**src/logic/fdpc_pkg.sv**
```systemverilog
// constants shared by the frequency and duty power control block
// assumes a single 10 MHz clock and an external current sense word in mA
package fdpc_pkg;

	// ----------------------------------------------------------------
	// clock and loop timing
	// ----------------------------------------------------------------
	localparam int unsigned CLK_HZ = 32'h0098_9680;
	localparam int unsigned CLK_PERIOD_NS = 32'h0000_0064;
	// one controller update per current sample, taken as 1 ms apart
	localparam int unsigned LOOP_PERIOD_MS = 32'h0000_0001;
	localparam int unsigned LOOP_PERIOD_CYCLES = (LOOP_PERIOD_MS * CLK_HZ) / 32'h0000_03e8;

	// ----------------------------------------------------------------
	// frequency range and bands, in Hz
	// ----------------------------------------------------------------
	localparam int FREQ_W = 18;
	localparam logic [17:0] FREQ_MIN_HZ = 18'h1adb0;
	localparam logic [17:0] FREQ_MAX_HZ = 18'h320c8;
	localparam logic [17:0] FREQ_PING_HZ = 18'h2ab98;
	localparam logic [17:0] BAND1_TOP_HZ = 18'h222e0;
	localparam logic [17:0] BAND2_TOP_HZ = 18'h27100;
	localparam logic [17:0] BAND3_TOP_HZ = 18'h2bf20;
	// scale factor per band, in half hertz per unit of loop output
	localparam logic [3:0] SCALE_B1_HALF_HZ = 4'h3;
	localparam logic [3:0] SCALE_B2_HALF_HZ = 4'h4;
	localparam logic [3:0] SCALE_B3_HALF_HZ = 4'h6;
	localparam logic [3:0] SCALE_B4_HALF_HZ = 4'ha;

	// ----------------------------------------------------------------
	// duty cycle in units of 0.1 percent
	// ----------------------------------------------------------------
	localparam int DUTY_W = 10;
	localparam logic [9:0] DUTY_MIN = 10'h064;
	localparam logic [9:0] DUTY_MAX = 10'h1f4;
	localparam logic [9:0] DUTY_PING = 10'h1f4;
	localparam logic [9:0] PHASE_FULL = 10'h3e8;
	// loop output times -0.01 percent equals loop output over ten units
	localparam logic [4:0] DUTY_SCALE_DIV = 5'h0a;

	// ----------------------------------------------------------------
	// controller gains and limits
	// ----------------------------------------------------------------
	localparam logic signed [7:0] KP = 8'sh0a;
	localparam logic signed [7:0] KD = 8'sh00;
	// integral gain 0.05 is one over this divisor
	localparam logic signed [7:0] KI_DIV = 8'sh14;
	localparam logic signed [23:0] ITERM_LIMIT = 24'sh000bb8;
	localparam logic signed [23:0] ISUM_LIMIT = 24'sh00ea60;
	localparam logic signed [23:0] OUT_LIMIT = 24'sh004e20;

	// ----------------------------------------------------------------
	// phase accumulator: increment = freq * 2^48 / CLK_HZ >> 16
	// ----------------------------------------------------------------
	localparam logic [24:0] INC_MUL = 25'h1ad7f2a;
	localparam int INC_SHIFT = 16;

	typedef enum logic [2:0] {
		FDPC_IDLE,
		FDPC_PING,
		FDPC_WAIT,
		FDPC_CALC,
		FDPC_APPLY
	} fdpc_state_t;

endpackage : fdpc_pkg

```
**src/logic/fdpc_pid.sv**
```systemverilog
// loop controller: proportional, clamped integral and derivative terms
// assumes start pulses from the same clock, one error value per start
`timescale 1ns/100ps
module fdpc_pid (
	input wire logic clk,
	input wire logic resetn,
	input wire logic clear,
	input wire logic start,
	input wire logic signed [16:0] errIn,
	output logic signed [15:0] loopOut,
	output logic outValid
);
	import fdpc_pkg::*;

	logic signed [23:0] iSum_q;
	logic signed [23:0] iSum_d;
	logic signed [23:0] errPrev_q;
	logic signed [23:0] err;
	logic signed [23:0] iTerm;
	logic signed [23:0] total;

	// ----------------------------------------------------------------
	// term arithmetic
	// ----------------------------------------------------------------
	always_comb begin
		err = 24'(errIn);
		iSum_d = iSum_q + err;
		if (iSum_d > ISUM_LIMIT) begin
			iSum_d = ISUM_LIMIT;
		end else if (iSum_d < -ISUM_LIMIT) begin
			iSum_d = -ISUM_LIMIT;
		end
		iTerm = iSum_d / 24'(KI_DIV);
		if (iTerm > ITERM_LIMIT) begin
			iTerm = ITERM_LIMIT;
		end else if (iTerm < -ITERM_LIMIT) begin
			iTerm = -ITERM_LIMIT;
		end
		total = 24'(KP * err) + iTerm + 24'(KD * (err - errPrev_q));
		if (total > OUT_LIMIT) begin
			total = OUT_LIMIT;
		end else if (total < -OUT_LIMIT) begin
			total = -OUT_LIMIT;
		end
	end

	// ----------------------------------------------------------------
	// state
	// ----------------------------------------------------------------
	always_ff @(posedge clk or negedge resetn) begin
		if (!resetn) begin
			iSum_q <= '0;
			errPrev_q <= '0;
		end else if (clear) begin
			iSum_q <= '0;
			errPrev_q <= '0;
		end else if (start) begin
			iSum_q <= iSum_d;
			errPrev_q <= err;
		end
	end

	always_ff @(posedge clk or negedge resetn) begin
		if (!resetn) begin
			loopOut <= '0;
			outValid <= 1'b0;
		end else begin
			outValid <= start & ~clear;
			if (start & ~clear) begin
				loopOut <= 16'(total);
			end
		end
	end

endmodule : fdpc_pid

```
**src/logic/fdpc_pwm.sv**
```systemverilog
// full-bridge drive from a phase accumulator with 0.1 percent duty steps
// assumes increment and duty come from registers on the same clock
`timescale 1ns/100ps
module fdpc_pwm (
	input wire logic clk,
	input wire logic resetn,
	input wire logic enable,
	input wire logic [31:0] incWord,
	input wire logic [9:0] duty,
	output logic drivePos,
	output logic driveNeg
);
	import fdpc_pkg::*;

	logic [31:0] phase_q;
	logic [32:0] phaseSum;
	logic [31:0] incLive_q;
	logic [9:0] dutyLive_q;
	logic [21:0] fracProd;
	logic [9:0] phaseFrac;

	assign phaseSum = {1'b0, phase_q} + {1'b0, incLive_q};
	assign fracProd = phase_q[31:20] * PHASE_FULL;
	assign phaseFrac = fracProd[21:12];

	// ----------------------------------------------------------------
	// accumulator; new settings take effect at a period boundary, or every cycle while disabled
	// ----------------------------------------------------------------
	always_ff @(posedge clk or negedge resetn) begin
		if (!resetn) begin
			phase_q <= '0;
			incLive_q <= '0;
			dutyLive_q <= '0;
		end else if (!enable) begin
			phase_q <= '0;
			incLive_q <= incWord;
			dutyLive_q <= duty;
		end else begin
			phase_q <= phaseSum[31:0];
			if (phaseSum[32]) begin
				incLive_q <= incWord;
				dutyLive_q <= duty;
			end
		end
	end

	// ----------------------------------------------------------------
	// positive leg in first half, negative leg in second half
	// ----------------------------------------------------------------
	always_ff @(posedge clk or negedge resetn) begin
		if (!resetn) begin
			drivePos <= 1'b0;
			driveNeg <= 1'b0;
		end else begin
			drivePos <= enable && (phaseFrac < dutyLive_q);
			driveNeg <= enable && (phaseFrac >= DUTY_MAX) && ((phaseFrac - DUTY_MAX) < dutyLive_q);
		end
	end

endmodule : fdpc_pwm

```
**src/logic/fdpc_top.sv**
```systemverilog
// frequency and duty power control for a full-bridge coil driver
// assumes current sample words in mA from same-clock logic, with a strobe
//
// Functional notes
// - frequency mode spans 110 to 205 kHz, 50% duty
// - duty varies only at 205 kHz, within 10-50%
// - less power: higher frequency or lower duty
// - fine frequency steps from 110 to 175 kHz
// - fine frequency steps from 175 to 205 kHz
// - duty steps of 0.1 percent or finer
// - ping starts at 175 kHz, 50% duty
// - loop controller drives frequency or duty
// - coil current feedback at 7 mA or finer
// - gains 10, 0.05, 0; limits 3000, 20000
// - frequency scale 1.5, 2, 3, 5 by band
// - duty scale -0.01 with same gains, limits
`timescale 1ns/100ps
module fdpc_top (
	input wire logic clk,
	input wire logic resetn,
	input wire logic powerEnable,
	input wire logic sampleValid,
	input wire logic [15:0] targetCurrent,
	input wire logic [15:0] coilCurrent,
	output logic drivePos,
	output logic driveNeg,
	output logic [fdpc_pkg::FREQ_W-1:0] switchingFrequency,
	output logic [fdpc_pkg::DUTY_W-1:0] dutyCycle,
	output logic dutyMode,
	output logic limitHit,
	output logic updateDone
);
	import fdpc_pkg::*;

	// ----------------------------------------------------------------
	// declarations
	// ----------------------------------------------------------------
	fdpc_state_t state_q;
	logic [17:0] freq_q;
	logic [17:0] freq_d;
	logic [9:0] duty_q;
	logic [9:0] duty_d;
	logic dutyMode_q;
	logic dutyMode_d;
	logic sat_d;
	logic running_q;
	logic [31:0] incWord_q;
	logic [42:0] incProd;
	logic signed [16:0] err_q;
	logic pidStart;
	logic pidClear;
	logic signed [15:0] pidOut;
	logic pidValid;
	logic signed [23:0] freqStep;
	logic signed [23:0] freqNew;
	logic signed [23:0] dutyStep;
	logic signed [23:0] dutyNew;
	logic pidStartLate;
	logic [17:0] freqCand;
	logic freqAtTop;
	logic freqAtFloor;
	logic [9:0] dutyCand;
	logic dutyAtTop;
	logic dutyAtFloor;

	// ----------------------------------------------------------------
	// band scale, half hertz per unit of loop output
	// ----------------------------------------------------------------
	function automatic logic [3:0] bandScale(input logic [17:0] f);
		if (f < BAND1_TOP_HZ) begin
			bandScale = SCALE_B1_HALF_HZ;
		end else if (f < BAND2_TOP_HZ) begin
			bandScale = SCALE_B2_HALF_HZ;
		end else if (f < BAND3_TOP_HZ) begin
			bandScale = SCALE_B3_HALF_HZ;
		end else begin
			bandScale = SCALE_B4_HALF_HZ;
		end
	endfunction : bandScale

	// ----------------------------------------------------------------
	// control sequence
	// ----------------------------------------------------------------
	always_ff @(posedge clk or negedge resetn) begin
		if (!resetn) begin
			state_q <= FDPC_IDLE;
		end else if (!powerEnable) begin
			state_q <= FDPC_IDLE;
		end else begin
			case (state_q)
				FDPC_IDLE: begin
					state_q <= FDPC_PING;
				end
				FDPC_PING: begin
					state_q <= FDPC_WAIT;
				end
				FDPC_WAIT: begin
					if (sampleValid) begin
						state_q <= FDPC_CALC;
					end
				end
				FDPC_CALC: begin
					if (pidValid) begin
						state_q <= FDPC_APPLY;
					end
				end
				FDPC_APPLY: begin
					state_q <= FDPC_WAIT;
				end
				default: begin
					state_q <= FDPC_IDLE;
				end
			endcase
		end
	end

	// ----------------------------------------------------------------
	// controller handshake
	// ----------------------------------------------------------------
	// controller cleared at ping and whenever the controlled variable changes
	assign pidClear = (state_q == FDPC_PING) || (state_q == FDPC_IDLE)
		|| ((state_q == FDPC_APPLY) && (dutyMode_d != dutyMode_q));
	assign pidStart = (state_q == FDPC_WAIT) && sampleValid && powerEnable;

	// start the controller one cycle after the error is latched
	always_ff @(posedge clk or negedge resetn) begin
		if (!resetn) begin
			pidStartLate <= 1'b0;
		end else begin
			pidStartLate <= pidStart;
		end
	end

	// ----------------------------------------------------------------
	// current error, sampled while waiting
	// ----------------------------------------------------------------
	always_ff @(posedge clk or negedge resetn) begin
		if (!resetn) begin
			err_q <= '0;
		end else if ((state_q == FDPC_WAIT) && sampleValid) begin
			err_q <= $signed({1'b0, targetCurrent}) - $signed({1'b0, coilCurrent});
		end
	end

	fdpc_pid pidUnit (
		.clk(clk),
		.resetn(resetn),
		.clear(pidClear),
		.start(pidStartLate),
		.errIn(err_q),
		.loopOut(pidOut),
		.outValid(pidValid)
	);

	// ----------------------------------------------------------------
	// loop output to setpoint steps
	// ----------------------------------------------------------------
	always_comb begin
		// signed operands keep negative outputs from wrapping
		freqStep = (24'(pidOut) * $signed(24'(bandScale(freq_q)))) / 24'sd2;
		freqNew = $signed(24'(freq_q)) - freqStep;
		dutyStep = 24'(pidOut) / $signed(24'(DUTY_SCALE_DIV));
		dutyNew = $signed(24'(duty_q)) + dutyStep;
	end

	// ----------------------------------------------------------------
	// frequency candidate, saturated at the range edges
	// ----------------------------------------------------------------
	always_comb begin
		// signed compare: a large positive step must not look like the top
		freqAtTop = (freqNew >= $signed(24'(FREQ_MAX_HZ)));
		freqAtFloor = (freqNew <= $signed(24'(FREQ_MIN_HZ)));
		if (freqAtTop) begin
			freqCand = FREQ_MAX_HZ;
		end else if (freqAtFloor) begin
			freqCand = FREQ_MIN_HZ;
		end else begin
			freqCand = 18'(freqNew);
		end
	end

	// ----------------------------------------------------------------
	// duty candidate, saturated at the duty limits
	// ----------------------------------------------------------------
	always_comb begin
		// duty below zero would otherwise compare as a huge value
		dutyAtTop = (dutyNew >= $signed(24'(DUTY_MAX)));
		dutyAtFloor = (dutyNew <= $signed(24'(DUTY_MIN)));
		if (dutyAtTop) begin
			dutyCand = DUTY_MAX;
		end else if (dutyAtFloor) begin
			dutyCand = DUTY_MIN;
		end else begin
			dutyCand = 10'(dutyNew);
		end
	end

	// ----------------------------------------------------------------
	// setpoint and mode selection
	// ----------------------------------------------------------------
	always_comb begin
		freq_d = freq_q;
		duty_d = duty_q;
		dutyMode_d = dutyMode_q;
		sat_d = 1'b0;
		if (!dutyMode_q) begin
			freq_d = freqCand;
			duty_d = DUTY_MAX;
			dutyMode_d = freqAtTop;
			sat_d = freqAtTop || freqAtFloor;
		end else begin
			freq_d = FREQ_MAX_HZ;
			duty_d = dutyCand;
			// back to frequency control once duty is at half again
			dutyMode_d = !dutyAtTop;
			sat_d = dutyAtTop || dutyAtFloor;
		end
	end

	always_ff @(posedge clk or negedge resetn) begin
		if (!resetn) begin
			freq_q <= FREQ_PING_HZ;
			duty_q <= DUTY_PING;
			dutyMode_q <= 1'b0;
		end else if (state_q == FDPC_PING) begin
			freq_q <= FREQ_PING_HZ;
			duty_q <= DUTY_PING;
			dutyMode_q <= 1'b0;
		end else if (state_q == FDPC_APPLY) begin
			freq_q <= freq_d;
			duty_q <= duty_d;
			dutyMode_q <= dutyMode_d;
		end
	end

	// saturation flag, cleared by a new ping
	always_ff @(posedge clk or negedge resetn) begin
		if (!resetn) begin
			limitHit <= 1'b0;
		end else if (state_q == FDPC_PING) begin
			limitHit <= 1'b0;
		end else if (state_q == FDPC_APPLY) begin
			limitHit <= sat_d;
		end
	end

	// ----------------------------------------------------------------
	// drive enable and handshake
	// ----------------------------------------------------------------
	// drive runs from the cycle after the ping state
	always_ff @(posedge clk or negedge resetn) begin
		if (!resetn) begin
			running_q <= 1'b0;
		end else begin
			running_q <= powerEnable && (state_q != FDPC_IDLE);
		end
	end

	// one pulse per applied update
	always_ff @(posedge clk or negedge resetn) begin
		if (!resetn) begin
			updateDone <= 1'b0;
		end else begin
			updateDone <= (state_q == FDPC_APPLY);
		end
	end

	// ----------------------------------------------------------------
	// frequency to accumulator increment, about 0.0023 Hz per step
	// ----------------------------------------------------------------
	assign incProd = freq_q * INC_MUL;

	always_ff @(posedge clk or negedge resetn) begin
		if (!resetn) begin
			incWord_q <= '0;
		end else begin
			incWord_q <= 32'(incProd >> INC_SHIFT);
		end
	end

	fdpc_pwm bridge (
		.clk(clk),
		.resetn(resetn),
		.enable(running_q),
		.incWord(incWord_q),
		.duty(duty_q),
		.drivePos(drivePos),
		.driveNeg(driveNeg)
	);

	// ----------------------------------------------------------------
	// status outputs
	// ----------------------------------------------------------------
	always_ff @(posedge clk or negedge resetn) begin
		if (!resetn) begin
			switchingFrequency <= FREQ_PING_HZ;
			dutyCycle <= DUTY_PING;
			dutyMode <= 1'b0;
		end else begin
			switchingFrequency <= freq_q;
			dutyCycle <= duty_q;
			dutyMode <= dutyMode_q;
		end
	end

endmodule : fdpc_top

```
**config.mk**
```make
export PLATFORM = sky130hd
export DESIGN_NAME = fdpc_top
export DESIGN_NICKNAME = d
export VERILOG_FILES = /design/src/logic/fdpc_pkg.sv /design/src/logic/fdpc_pid.sv /design/src/logic/fdpc_pwm.sv /design/src/logic/fdpc_top.sv
export SDC_FILE = /design/constraint.sdc
export NUM_CORES = 1
export LEC_CHECK = 0
export CORE_MARGIN = 8
export CORE_UTILIZATION = 35
export DETAILED_ROUTE_END_ITERATION = 10
export DONT_BUFFER_PORTS = 1
export HOLD_SLACK_MARGIN = 0.06
export PLACE_DENSITY = 0.57
export SLEW_MARGIN = 10
export SYNTH_ARGS = -nofsm -noshare
export SYNTH_HDL_FRONTEND = slang
export SYNTH_SLANG_ARGS = --single-unit
```
**constraint.sdc**
```tcl
create_clock -name clk -period 44.8 [get_ports clk]
set_clock_uncertainty 0.2 [all_clocks]
set_input_delay 4.48 -clock clk [delete_from_list [all_inputs] [get_ports clk]]
set_output_delay 4.48 -clock clk [all_outputs]
set_load 0.005 [all_outputs]
```
==> results.ini <==
[floorplan]
die-area_um2 = 100200
fp.coreArea_um2 = 89740
die_w_um = 316.5
io-pin-count = 69
num_rows = 110
initial_utilization_pct = 35.22
die_y_um = 316.5

[cells_and_area]
antennaDiodeCount = 0
num-nets-final = 4242
layout-drive-gt1-share_pct = 6.294
syn2layout_area_growth_pct = 6.939
layout_common_cells = 512 x inv_1, 434 x ha_1, 252 x fa_1, 223 x nor2_1, 215 x nand2_1
final_common_cell = inv_1
finish.utilization_pct = 37.67

[cts]
clkTransAtPathRegs_ns = 0.06
cts_buffers = 29
clk_path_buf_depth = 3
cts_sinks = 221
hold_buffers = 0
cts.repair.resized = 0
postCtsSetupBuffers = 0
insertion_delay_ns = 0.61
cts_tree = yes
clock-root-buffer = clkbuf_16
cts_max_level = 1

[logic_synthesis]
syn_inst = 3577
ys_ff_latch = 221
synthesis.nets = 4299
seq_area_frac_synth_pct = 17.62
ys_warn_count = 0
ys_types = 119
synthArstFlopShare_pct = 100.0
syn_avg_cell_area_um2 = 8.836
netlist_area_um2 = 31610
synth_edf_count = 0
synth_ff_type = dfrtp_1

[routing]
first_iter_violations = 1561
first_pass_iters = 5
wl_per_cell_um = 16.44
wl_um = 77560
ant_nets = 0
avgViaCountPerCell = 5.236
drc = 0
via_count = 24709

[timing]
hold_viol = 0
rsz0062_at_grt = false
post-route-period-util_pct = 39.76
maxSlewHeadroom_pct = 27.47
fin_setup_tns_ns = 0
tightest_slew_ns = 1.084
finalCriticalPeriod_ns = 17.81
setup_viol = 0
slew_violations = 0
fmax_ghz = 0.05615

[worst_setup_path]
slowest_delay_ns = 0.87
crit_top_cell = a21oi_1
r2r_start = err_q[0]
reg2regPathDepth = 71
endpoint_kind = flip-flop
required_ns = 45.09
slowest_stage = a2111oi_2
cp.arrival_ns = 18.10
crit_start = err_q[0]
critPathKind = reg2reg
crit_fanout = 28
worstSetupStartpointType = flip-flop

[grt]
grt_pass1_vias = 24845
antenna_found_initial = 2
gr-total-overflow = 0
grt_pass1_wl_um = 129900
grt_max_degree = 222
grt_use_total_pct = 15.57

[hold_path]
hp-class = reg2reg
whs_path_depth = 0
min_from = duty_q[6]

[placed_design]
io_buffer_count = 0
gp_congestion = 0.8653
dp_hpwl_um = 62720

[run_status]
status = finished, final reports clean

[run]
cap_violations = 0

## stage by stage
step | hold slack [ns] | std cells | setup WS (ns) | area (um2)
floorplan | 0.1677 | 3577 | 29.34 | 31610
global placement | 0.1849 | 4665 | 27.48 | 32780
detailed placement | 0.1846 | 4665 | 27.14 | 32780
CTS | 0.1901 | 4719 | 27.08 | 33800
global route | 0.1990 | 4719 | 25.26 | 33800
finish | 0.1891 | 4719 | 26.99 | 33800
## metal layers
metal	vias to the layer above	track usage [%]	wire length [um]
met3	93	1.596	2653
met2	448	27.69	38350
met1	11876	20.21	34830
met4	2	3.688	1710
met5	-	0	13
li1	12290	-	-
## cell families (layout without fill, tap and decap cells)
logic type      count (synthesis)  after routing  synth area share (%)
flops                         221            221                 17.62
fa+ha+maj                     687            687                 33.18
xor+xnor                      231            231                 6.468
compound gates                846            846                 18.50
simple gates                  907            907                 14.48
buf+inv                       622            588                 7.608
mux                            63             63                 2.157
## synth_stat cells, drive strengths merged, types with 14 or more instances
master,number,area share (%)
o22ai,16,0.32
fa,252,16
nand2,216,2.6
a21oi,209,3.4
or3,23,0.47
nor2b,44,0.87
dfrtp,191,15
inv,513,6.1
o21a,21,0.50
a31oi,31,0.63
a211oi,28,0.70
nand3,70,1.1
mux2,41,1.5
xor2,65,1.8
nand4,28,0.55
o211ai,42,1.0
and2,65,1.3
o21ai,175,2.8
nand2b,31,0.62
ha,434,17
nor4,25,0.56
mux2i,22,0.70
dfstp,30,2.5
nor3,77,1.3
and3,33,0.65
o21bai,53,1.3
or2,17,0.34
a21o,70,1.7
a221oi,15,0.46
o31ai,20,0.49
nor2,224,2.7
a2111oi,14,0.51
clkbuf,88,1.0
xnor2,165,4.6
buf,21,0.46
## critical path, delay by kind of cell (launching register included)
family,cells,cell delay (ns)
AOI/OAI and AO/OA,37,8.44
and+or+nand+nor,19,4.80
adders and majority gates,7,2.38
xor gates and xnor gates,5,0.84
muxes,2,0.47
DFF,1,0.44
buffers and inverters,1,0.08
## flip-flops by register name (all words and copies together), names as in the netlist, 3 cells and up
register and count:
freq_q 18, dutyCycle 10, bridge.incLive_q 27, state_q 3
switchingFrequency 18, bridge.dutyLive_q 10, pidUnit.loopOut 16, bridge.phase_q 32
pidUnit.iSum_q 24, duty_q 10, incWord_q 27, err_q 17
## final cells by class
cell class / count / area (um2)
Sequential cell: 221 / 5568
Multi-Input combinational cell: 2734 / 23650
Clock buffer: 34 / 774.5
Fill cell: 9156 / 55930
Inverter: 513 / 1931
Timing Repair Buffer: 21 / 157.7
Clock inverter: 20 / 246.5
Tap cell: 1176 / 1471
## worst paths after layout
| kind | end | slack, ns |
|---|---|---|
| max | pidUnit.loopOut[0] | 26.99 |
| max in group asynchronous | dutyCycle[5] | 40.66 |
| min in group asynchronous | bridge.phase_q[5] | 3.38 |
| min | dutyCycle[6] | 0.19 |
| min reg2reg | dutyCycle[6] | 0.19 |
| max reg2reg | pidUnit.loopOut[0] | 26.99 |
Power is left out: the tool's default activity adds up to more than one toggle a clock period on the data nets, which glitch-free logic cannot reach.
